[src/rtl/decade_pkg.sv]
// package: constants, types and decodes shared by the decade counter files
`default_nettype none

package decade_pkg;

  // ****************************************************************
  // widths and fixed values
  // ****************************************************************
  localparam int unsigned COUNT_W   = 4;
  localparam int unsigned QUINARY_W = 3;

  localparam logic [COUNT_W-1:0]   ZERO_VALUE   = 4'h0;
  // nine is high, low, low, high from the top bit down
  localparam logic [COUNT_W-1:0]   NINE_VALUE   = 4'h9;
  localparam logic [QUINARY_W-1:0] QUINARY_ZERO = 3'h0;
  localparam logic [QUINARY_W-1:0] QUINARY_ONE  = 3'h1;
  localparam logic [QUINARY_W-1:0] QUINARY_LAST = 3'h4;

  // field positions in the four-bit count
  localparam int unsigned BIT0_POS    = 0;
  localparam int unsigned QUINARY_LSB = 1;
  localparam int unsigned QUINARY_MSB = 3;

  // ****************************************************************
  // level controls
  // ****************************************************************
  typedef struct packed {
    logic clear_zero_a;
    logic clear_zero_b;
    logic preset_nine_a;
    logic preset_nine_b;
  } level_ctrl_t;

  function automatic logic preset_active(input level_ctrl_t c);
    preset_active = c.preset_nine_a & c.preset_nine_b;
  endfunction

  // preset outranks clear, so clear only counts with preset released
  function automatic logic clear_active(input level_ctrl_t c);
    clear_active = c.clear_zero_a & c.clear_zero_b & ~preset_active(c);
  endfunction

  function automatic logic [QUINARY_W-1:0] quinary_next(
    input logic [QUINARY_W-1:0] v
  );
    quinary_next = (v >= QUINARY_LAST) ? QUINARY_ZERO : v + QUINARY_ONE;
  endfunction

endpackage

`default_nettype wire

[src/rtl/decade_ripple_counter.sv]
// module: decade ripple counter, divide-by-two plus divide-by-five
`timescale 1ns/1ps
`default_nettype none

module decade_ripple_counter (
  // clock and reset
  input  wire logic                     clk,
  input  wire logic                     arst_n,
  // count inputs, used as ripple clocks
  input  wire logic                     count_in_first,
  input  wire logic                     count_in_second,
  // clear-to-zero and preset-to-nine levels
  input  wire decade_pkg::level_ctrl_t  ctrl,
  // count outputs
  output logic                          count_bit0,
  output logic                          count_bit1,
  output logic                          count_bit2,
  output logic                          count_bit3
);

  // ****************************************************************
  // control decode
  // ****************************************************************
  // the count inputs are sampled on clk, so a ripple edge becomes a
  // one-cycle strobe; pulses must stay at least one clk per level
  logic do_preset;
  logic do_clear;
  logic idle;

  assign do_preset = decade_pkg::preset_active(ctrl);
  assign do_clear  = decade_pkg::clear_active(ctrl);
  assign idle      = ~do_preset & ~do_clear;

  // ****************************************************************
  // falling edge detection on the count inputs
  // ****************************************************************
  logic first_prev_reg;
  logic second_prev_reg;
  logic first_fall;
  logic second_fall;

  // the history keeps tracking during clear and preset, so releasing
  // them never creates a stray count edge
  // history resets low to match the idle level of the count pins; an
  // input held high through reset counts only on its later fall
  always_ff @(posedge clk or negedge arst_n) begin
    if (!arst_n) begin
      first_prev_reg <= 1'b0;
    end else begin
      first_prev_reg <= count_in_first;
    end
  end

  always_ff @(posedge clk or negedge arst_n) begin
    if (!arst_n) begin
      second_prev_reg <= 1'b0;
    end else begin
      second_prev_reg <= count_in_second;
    end
  end

  assign first_fall  = first_prev_reg & ~count_in_first;
  assign second_fall = second_prev_reg & ~count_in_second;

  // ****************************************************************
  // divide-by-two stage
  // ****************************************************************
  logic bit0_reg;
  logic bit0_next;

  always_comb begin
    bit0_next = bit0_reg;
    if (do_preset) begin
      bit0_next = decade_pkg::NINE_VALUE[decade_pkg::BIT0_POS];
    end else if (do_clear) begin
      bit0_next = decade_pkg::ZERO_VALUE[decade_pkg::BIT0_POS];
    end else if (first_fall) begin
      bit0_next = ~bit0_reg;
    end
  end

  always_ff @(posedge clk or negedge arst_n) begin
    if (!arst_n) begin
      bit0_reg <= decade_pkg::ZERO_VALUE[decade_pkg::BIT0_POS];
    end else begin
      bit0_reg <= bit0_next;
    end
  end

  // ****************************************************************
  // divide-by-five section
  // ****************************************************************
  logic [decade_pkg::QUINARY_W-1:0] quinary_value;

  quinary_stage u_quinary (
    .clk       (clk),
    .arst_n    (arst_n),
    .advance   (second_fall),
    .load_zero (do_clear),
    .load_nine (do_preset),
    .value     (quinary_value)
  );

  // ****************************************************************
  // outputs
  // ****************************************************************
  // bit three carries the divide-by-five result; the wiring for decade
  // or bi-quinary use is left to the surrounding logic
  assign count_bit0 = bit0_reg;
  assign count_bit1 = quinary_value[0];
  assign count_bit2 = quinary_value[1];
  assign count_bit3 = quinary_value[2];

  // ****************************************************************
  // checks
  // ****************************************************************
  // checks watch the pins, not the registers behind them, so a slip in
  // the output mapping shows up here as well
  logic [decade_pkg::COUNT_W-1:0]   count_now;
  logic [decade_pkg::QUINARY_W-1:0] upper_now;

  assign count_now = {count_bit3, count_bit2, count_bit1, count_bit0};
  assign upper_now = {count_bit3, count_bit2, count_bit1};
endmodule

`default_nettype wire

[src/rtl/quinary_stage.sv]
// module: three-flop divide-by-five section with zero and nine loads
`timescale 1ns/1ps
`default_nettype none

module quinary_stage (
  // clock and reset
  input  wire logic                             clk,
  input  wire logic                             arst_n,
  // control
  input  wire logic                             advance,
  input  wire logic                             load_zero,
  input  wire logic                             load_nine,
  // state
  output logic [decade_pkg::QUINARY_W-1:0]      value
);

  logic [decade_pkg::QUINARY_W-1:0] value_reg;
  logic [decade_pkg::QUINARY_W-1:0] value_next;

  // ****************************************************************
  // counting
  // ****************************************************************
  always_comb begin
    value_next = value_reg;
    if (load_nine) begin
      value_next = decade_pkg::NINE_VALUE[decade_pkg::QUINARY_MSB:
                                          decade_pkg::QUINARY_LSB];
    end else if (load_zero) begin
      value_next = decade_pkg::QUINARY_ZERO;
    end else if (advance) begin
      value_next = decade_pkg::quinary_next(value_reg);
    end
  end

  always_ff @(posedge clk or negedge arst_n) begin
    if (!arst_n) begin
      value_reg <= decade_pkg::QUINARY_ZERO;
    end else begin
      value_reg <= value_next;
    end
  end

  assign value = value_reg;
endmodule

`default_nettype wire

[config.mk]
export PLATFORM = sky130hd
export DESIGN_NAME = decade_ripple_counter
export DESIGN_NICKNAME = d
export VERILOG_FILES = /design/src/rtl/decade_pkg.sv /design/src/rtl/decade_ripple_counter.sv /design/src/rtl/quinary_stage.sv
export SDC_FILE = /design/constraint.sdc
export NUM_CORES = 1
export LEC_CHECK = 0
export ABC_AREA = 1
export BUFFER_PORTS_ARGS = -buffer_cell sky130_fd_sc_hd__buf_2
export CAP_MARGIN = 25
export CORE_AREA = 10 10 47 49
export DETAILED_ROUTE_END_ITERATION = 12
export DIE_AREA = 0 0 57 59
export PLACE_DENSITY = 0.47
export REMOVE_ABC_BUFFERS = 1
export SLEW_MARGIN = 10
export SYNTH_ARGS = -nofsm -noshare
export SYNTH_HDL_FRONTEND = slang
export SYNTH_SLANG_ARGS = --single-unit
export TNS_END_PERCENT = 20
[constraint.sdc]
create_clock -name clk -period 2.8 [get_ports clk]
set_input_delay 0.42 -clock clk [delete_from_list [all_inputs] [get_ports clk]]
set_output_delay 0.42 -clock clk [all_outputs]
set_load 0.02 [all_outputs]
==> results.yml, run 1 <==
route:
  routedWlPerCell_um: 8.96
  ant_nets: 0
  vias_per_cell: 3.96
  drc: 0
  drtIter0Drc: 2
  dr.pass1.iters: 3
  wl_um: 618
  via_count: 273
global_route:
  grt_overflow_total: 0
  grt_pass1_vias: 319
  antenna_found_initial: 0
  grt_pass1_wl_um: 1180
  track_usage_pct: 4.56
  grt_max_degree: 7
power:
  power_switching_mw: 0.0564
  totalPowerFinal_mw: 0.212
  switching_share_pct: 26.5
  p_leak_nw: 0.225
  comb_power_share_pct: 16.7
  p_clk_share_pct: 36.6
  power.internal_mw: 0.156
  power_frac_seq_pct: 46.7
  power_density_nw_per_um2: 523
  vdd_drop_max_mv: 0.155
place:
  placed_area_um2: 374
  place.gp.congestion: 0.706
  io_buffers: 11
  numPlacedInstances: 65
  dpl.hpwl_um: 537
synth:
  ys.warnings.count: 0
  ys_ff_latch: 6
  avgSynthCellArea_um2: 7.87
  yosys.cell_types.count: 9
  netlist_instances: 38
  yosysSeqAreaShare_pct: 50.2
  syn_area_um2: 299
final_layout:
  final-seq-area_um2: 150
  diodes: 0
  utilization_pct: 29.0
  nFillCells: 160
  finalInstanceArea_um2: 407
  instances_no_fill: 69
  synthToLayoutAreaGrowth_pct: 36.0
  nets: 65
  multi_input_area_um2: 119
  layout-drive-gt1-share_pct: 30.2
  largest_register_ffs: 3
floorplanning:
  die_y_um: 59
  start_util_pct: 21.3
  die_x_um: 57
  rows: 14
  fp.coreArea_um2: 1400
  io_pins: 12
  dieArea_um2: 3360
sta:
  grt_setup_unrepaired: "no"
  worst_pin_slew_ps: 148
  setup_tns_ps: 0
  final_hold_viol_count: 0
  fmax_ghz: 0.802
  setup_violations: 0
  fin_crit_ps: 1250
  slew_viol_final: 0
  min_period_over_period_pct: 44.5
  slew_headroom_pct: 90.1
  skew_ps: 2.00
clocking:
  cts_root_buf: "clkbuf_4"
  htreeDepth: 1
  cts_buffers: 3
  cts_setup_buffers: 0
  cts_tree: "done"
  clockBufferDepth: 2
  cts.sink_count: 6
  insertion_delay_ps: 240
  clk_pin_slew_ps: 40
worst_setup_path:
  ff2ff_setup_slack_ps: 1720
  cp_cell_sequence: "buf_2"
  start_kind: "flop"
  slowest_delay_ps: 410
  cp_slowest_cell: "dfrtp_1"
  cp_top_family: "flip-flops"
  crit_type: "reg2out"
  worstReg2RegStart: "u_quinary.value[0]"
  endpoint_kind: "output port"
  crit_required_ps: 2380
  worstPathBufferInverterCount: 1
  startpoint: "u_quinary.value[0]"
  crit_fanout: 5
  arrival_ps: 830
flow_run:
  drv_cap: 0
outcome:
  outcome: "finished clean"
hold_path:
  hold_class: "in2reg"
  hp-start: "count_in_first"
[layer usage]
metal	up-vias	GRT usage [%]	routed length, µm
li1	144	-	-
met1	116	4.56	289
met2	11	6.51	271
met3	2	2.79	50
met4	0	4.03	6
met5	-	0	0
[final cells by class]
cell class / instances / share of cell area, %
Timing Repair Buffer: 12 / 16.0
Sequential cell: 6 / 36.9
Inverter: 8 / 7.38
Tap cell: 16 / 4.92
Clock buffer: 3 / 5.54
Multi-Input combinational cell: 24 / 29.2
[cells in the mapped netlist]
master	count	area share [%]
a21oi_1	2	3.3
dfrtp_1	6	50
ha_1	2	8.4
inv_1	7	8.8
inv_2	1	1.3
nand2_1	11	14
nand3_1	5	8.4
nor2_1	3	3.8
nor2_2	1	2.1
[cells by family (layout without fill, tap and decap cells)]
kind of cell	after synthesis	in the layout	share of synthesized area, %
simple gates	20	20	28.0
buf+inv	8	23	10.0
flops	6	6	50.2
fa+ha+maj	2	2	8.37
compound gates	2	2	3.35
[power by group through the flow]
stage,Sequential [mW],Clock [mW],Combinational (mW)
after floorplan,0.106,0,0.0140
after global placement,0.101,0,0.0355
final,0.0991,0.0779,0.0355
after detailed placement,0.100,0,0.0353
after CTS,0.0992,0.0820,0.0366
after global routing,0.100,0.0877,0.0417
[path summary, 6_finish.rpt]
kind | end | depth (start not counted)
max | count_bit1 | 1
min | first_prev_reg | 1
max reg2reg | u_quinary.value[1] | 6
min reg2reg | u_quinary.value[1] | 2
max in group asynchronous | u_quinary.value[1] | 2
min in group asynchronous | first_prev_reg | 2
[repair_timing]
item	4_1_cts	5_1_grt
hold buffers	1	0
gates resized for setup	0	0
hold endpoints to repair	6	0
[worst register-to-register path, stage by stage (launching register included)]
cell and delay [ps]:
dfrtp_1 400, inv_1 60, ha_1 270, inv_1 30
nor2_1 70, nand2_1 60, a21oi_1 110
[placed cells by master, fill, tap and decap left out]
cell type	instances
nand2_1	11
buf_2	11
inv_1	7
dfrtp_1	6
nand3_1	5
nor2_1	3
clkbuf_4	3
a21oi_1	2
ha_1	2
nor2_2	1
inv_2	1
dlygate4sd3_1	1
[per-stage QoR]
stage / hold WS (ps) / setup slack [ps]
CTS: 293 / 1540
detailed placement: 255 / 1720
global route: 291 / 1490
floorplan: 124 / 1650
global placement: 257 / 1740
finish: 297 / 1550
Note: power is estimated with default switching activity, not from simulation.
==> run 2: changes to the inputs <==
--- a/config.mk
+++ b/config.mk
@@ -11,7 +11,7 @@
 export CORE_AREA = 10 10 47 49
 export DETAILED_ROUTE_END_ITERATION = 12
 export DIE_AREA = 0 0 57 59
-export PLACE_DENSITY = 0.47
+export PLACE_DENSITY = 0.49
 export REMOVE_ABC_BUFFERS = 1
 export SLEW_MARGIN = 10
 export SYNTH_ARGS = -nofsm -noshare
==> constraint.sdc (replaced) <==
create_clock -name clk -period 1.05 [get_ports clk]
set_input_delay 0.1575 -clock clk [delete_from_list [all_inputs] [get_ports clk]]
set_output_delay 0.1575 -clock clk [all_outputs]
set_load 0.02 [all_outputs]
==> results.yml, run 2 (same netlist as run 1, synthesis figures left out) <==
global_route:
  antenna_found_initial: 0
  grt_use_met2_pct: 7.44
  grt_overflow_total: 0
  globalRouteMet1Util_pct: 5.02
  grt_max_degree: 7
  track_usage_pct: 4.85
  grt_pass1_wl_um: 1320
  grt_pass1_vias: 320
  gr-usage-met3_pct: 2.15
  grt.busiest_layer: "met2"
sta:
  final_hold_viol_count: 0
  setup_violations: 1
  worst_slack_ps: -1.34
  skew_ps: 0.723
  grt_setup_unrepaired: "yes"
  fmax_ghz: 0.951
  slew_viol_final: 0
  min_period_over_period_pct: 100
  worst_pin_slew_ps: 150
  fin_crit_ps: 1050
  slew_headroom_pct: 90.0
place:
  place.gp.congestion: 0.727
  io_buffers: 11
  preCtsSetupSlack_ps: -12.2
  dpl.hpwl_um: 582
worst_setup_path:
  crit_type: "reg2out"
  crit_fanout: 3
  endpoint_kind: "output port"
  reg2reg_depth: 6
  arrival_ps: 890
  ff2ff_setup_slack_ps: 20
  worstReg2RegStart: "u_quinary.value[0]"
  crit_required_ps: 890
  reg2reg_to: "u_quinary.value[2]"
  start_kind: "flop"
route:
  via_count: 278
  routedWlPerCell_um: 9.68
  vias_per_cell: 3.86
  ant_nets: 0
  drtIter0Drc: 0
  drc: 0
  dr.pass1.iters: 1
  wl_um: 697
clocking:
  cts_root_buf: "clkbuf_4"
  cts_buffers: 3
  cts_tree: "done"
  clk_pin_slew_ps: 40
  clockBufferDepth: 2
  cts.sink_count: 6
  htreeDepth: 1
  insertion_delay_ps: 240
power:
  power.internal_mw: 0.428
  power_density_nw_per_um2: 1310
  power_frac_seq_pct: 45.3
  totalPowerFinal_mw: 0.581
  p_clk_share_pct: 35.3
  p_leak_nw: 0.239
  power_switching_mw: 0.152
  comb_power_share_pct: 19.4
  switching_share_pct: 26.3
  vdd_drop_max_mv: 0.595
hold_path:
  whs_path_depth: 1
  hold_class: "in2reg"
  hp-start: "count_in_first"
  hold_end: "first_prev_reg"
final_layout:
  layout-drive-gt1-share_pct: 37.5
  diodes: 0
  nets: 68
  synthToLayoutAreaGrowth_pct: 47.7
  layout_commonest_cell: "nand2_1"
  layout_common_cells: "nand2_1, buf_2, inv_1"
  largest_register_ffs: 3
floorplanning:
  die_y_um: 59
  rows: 14
  die_x_um: 57
  io_pins: 12
  start_util_pct: 21.3
  dieArea_um2: 3360
  fp.coreArea_um2: 1400
flow_run:
  drv_cap: 0
outcome:
  outcome: "finished, violations left"
  violations: "setup timing"
[run 2: cell types whose count changed in the layout (fill, tap and decap cells not counted)]
cell     previous run  this run
ha_1                2         1
buf_6               0         1
ha_2                0         1
buf_2              11        10
a21oi_2             0         1
buf_4               0         3
a21oi_1             2         1
[run 2: worst max-delay path, stage by stage (launching register included)]
cell and delay (ps):
dfrtp_1 380, buf_4 150, buf_6 120
[run 2: stage by stage]
stage	setup TNS, ps	hold WS, ps	instance area (µm²)	util [%]	instances
4_1_cts	-22.8	30.0	438	31.3	72
6_report	-1.34	39.0	442	31.5	72
3_3_place_gp	-1.51	-7.03	382	27.2	66
2_1_floorplan	-98.2	-138	299	-	38
5_1_grt	-199	37.4	442	31.5	72
3_5_place_dp	-12.2	-7.55	382	27.2	66
[run 2: worst max path at each step]
stage,start,endpoint,slack [ps]
floorplan,u_quinary.value[0],u_quinary.value[1],-100
global placement,u_quinary.value[1],u_quinary.value[1],-2
detailed placement,u_quinary.value[1],u_quinary.value[1],-10
CTS,u_quinary.value[0],count_bit1,-20
global route,u_quinary.value[0],u_quinary.value[1],-90
finish,u_quinary.value[0],count_bit1,-1
[run 2: timing repair]
action                                  in CTS  in global routing
gates resized for setup                      3                  1
hold endpoints to repair                     6                  0
buffers inserted                             2                  0
endpoints found under the setup margin       2                  3
pin swaps                                    1                  1
hold buffers                                 1                  0
[run 2: metal layers]
layer | share of wire (%) | up-vias
met3 | 8.8 | 0
met5 | 0 | -
met4 | 0 | 0
li1 | - | 150
met1 | 43 | 119
met2 | 48 | 9
[run 2: power by group through the flow]
stage / combinational [mW] / sequential (mW) / clock [mW]
after floorplan: 0.0372 / 0.283 / 0
after global placement: 0.0998 / 0.268 / 0
after detailed placement: 0.101 / 0.268 / 0
after CTS: 0.115 / 0.264 / 0.218
after global routing: 0.131 / 0.266 / 0.224
final: 0.113 / 0.263 / 0.205
[run 2: final cells by class]
class,count,area [µm²]
fill,159,960
sequential,6,150
multi-input combinational,24,125
timing repair buffer,15,93.8
inverter,8,30.0
clock buffer,3,22.5
tap,16,20.0
==> run 3: changes to the inputs <==
--- a/config.mk
+++ b/config.mk
@@ -8,11 +8,12 @@
 export ABC_AREA = 1
 export BUFFER_PORTS_ARGS = -buffer_cell sky130_fd_sc_hd__buf_2
 export CAP_MARGIN = 25
-export CORE_AREA = 10 10 47 49
+export CELL_PAD_IN_SITES_DETAIL_PLACEMENT = 2
+export CELL_PAD_IN_SITES_GLOBAL_PLACEMENT = 2
+export CORE_MARGIN = 10
+export CORE_UTILIZATION = 20
 export DETAILED_ROUTE_END_ITERATION = 12
-export DIE_AREA = 0 0 57 59
-export PLACE_DENSITY = 0.49
-export REMOVE_ABC_BUFFERS = 1
+export PLACE_DENSITY = 0.7
 export SLEW_MARGIN = 10
 export SYNTH_ARGS = -nofsm -noshare
 export SYNTH_HDL_FRONTEND = slang
==> results.yml, run 3 (same netlist as run 1, synthesis figures left out) <==
clocking:
  cts.sink_count: 6
  clk_pin_slew_ps: 40
  insertion_delay_ps: 250
  clockBufferDepth: 2
  cts_buffers: 3
  htreeDepth: 1
  cts_tree: "done"
  cts_root_buf: "clkbuf_4"
final_layout:
  synthToLayoutAreaGrowth_pct: 51.5
  layout_commonest_cell: "nand2_1"
  layout_common_cells: "nand2_1, buf_2, nand3_1"
  instances_no_fill: 70
  layout-drive-gt1-share_pct: 49.1
  diodes: 0
  largest_register_ffs: 3
  nFillCells: 174
  nets: 67
worst_setup_path:
  worstReg2RegStart: "u_quinary.value[0]"
  reg2reg_depth: 6
  arrival_ps: 910
  reg2reg_to: "u_quinary.value[1]"
  crit_type: "reg2out"
  crit_fanout: 3
  endpoint_kind: "output port"
  ff2ff_setup_slack_ps: 20
  crit_required_ps: 890
  start_kind: "flop"
outcome:
  outcome: "finished, violations left"
  violations: "setup timing"
global_route:
  grt_max_degree: 7
  grt_pass1_wl_um: 1410
  grt_overflow_total: 0
  gr-usage-met3_pct: 3.65
  grt_use_met2_pct: 7.44
  grt.busiest_layer: "met2"
  globalRouteMet1Util_pct: 5.80
  antenna_found_initial: 0
  grt_pass1_vias: 335
  track_usage_pct: 5.56
sta:
  fin_crit_ps: 1060
  min_period_over_period_pct: 101
  grt_setup_unrepaired: "yes"
  slew_headroom_pct: 90.3
  worst_slack_ps: -12.6
  fmax_ghz: 0.941
  setup_violations: 1
  worst_pin_slew_ps: 145
  skew_ps: 2.22
  slew_viol_final: 0
  final_hold_viol_count: 0
place:
  dpl.hpwl_um: 677
  io_buffers: 11
  place.gp.congestion: 0.641
  preCtsSetupSlack_ps: -29.0
  numPlacedInstances: 65
power:
  vdd_drop_max_mv: 0.576
  power_density_nw_per_um2: 1320
  p_leak_nw: 0.234
route:
  drtIter0Drc: 2
  drc: 0
  via_count: 291
  vias_per_cell: 4.16
  wl_um: 833
  ant_nets: 0
  dr.pass1.iters: 4
  routedWlPerCell_um: 11.9
floorplanning:
  rows: 13
  die_y_um: 58.7
  die_x_um: 58.7
  start_util_pct: 22.2
  fp.coreArea_um2: 1350
  dieArea_um2: 3440
  io_pins: 12
hold_path:
  hold_class: "in2reg"
  hp-start: "count_in_first"
  whs_path_depth: 1
  hold_end: "first_prev_reg"
flow_run:
  drv_cap: 0
synth:
  syn_nets: 48
run 3: stage by stage:
| step | power [mW] | cell area (µm²) | util (%) | hold slack (ps) | setup TNS [ps] |
|---|---|---|---|---|---|
| final | 0.597 | 453 | 33.5 | 28.8 | -12.6 |
| after detailed placement | 0.370 | 383 | 28.4 | -8.91 | -29.0 |
| after global placement | 0.367 | 383 | 28.4 | -8.18 | 0 |
| after CTS | 0.604 | 438 | 32.4 | 20.5 | -53.4 |
| after floorplan | 0.322 | 302 | - | -138 | -16.4 |
| after global routing | 0.649 | 453 | 33.5 | 13.6 | -134 |
run 3: critical path: stages, from the launching register on:
cell,delay [ps]
dfrtp_2,420
buf_6,120
buf_6,120
run 3: metal layers:
layer  vias to the layer above  wire [µm]
met1                       129        369
met4                         0         10
met5                         -          0
met3                         3         64
met2                        11        389
li1                        148          -
run 3: worst max-delay path by stage:
stage	start	endpoint	cells past startpoint
3_3_place_gp	u_quinary.value[0]	u_quinary.value[1]	6
3_5_place_dp	u_quinary.value[0]	u_quinary.value[1]	6
2_1_floorplan	u_quinary.value[0]	u_quinary.value[1]	6
5_1_grt	u_quinary.value[0]	u_quinary.value[1]	6
4_1_cts	u_quinary.value[1]	u_quinary.value[1]	6
6_report	u_quinary.value[1]	count_bit2	2
run 3: power breakdown:
group	switching, mW	total (mW)	internal (mW)
clock	0.0855	0.215	0.129
sequential	0.0171	0.268	0.251
combinational	0.0656	0.114	0.0483
total	0.168	0.597	0.429
run 3: cell type report:
type                       instances  area [µm²]  share of cell area, %
tap                               15        18.8                   4.14
timing repair buffer              14        90.1                   19.9
inverter                           8        30.0                   6.63
sequential                         6         154                   34.0
multi-input combinational         24         138                   30.4
clock buffer                       3        22.5                   4.97
run 3: repair_timing:
action                                  CTS  global route
endpoints found under the setup margin    2             4
endpoints found under the hold margin     6             0
gates resized for setup                   4             5
buffers inserted                          0             1
hold buffers                              1             0
pin swaps                                 0             0
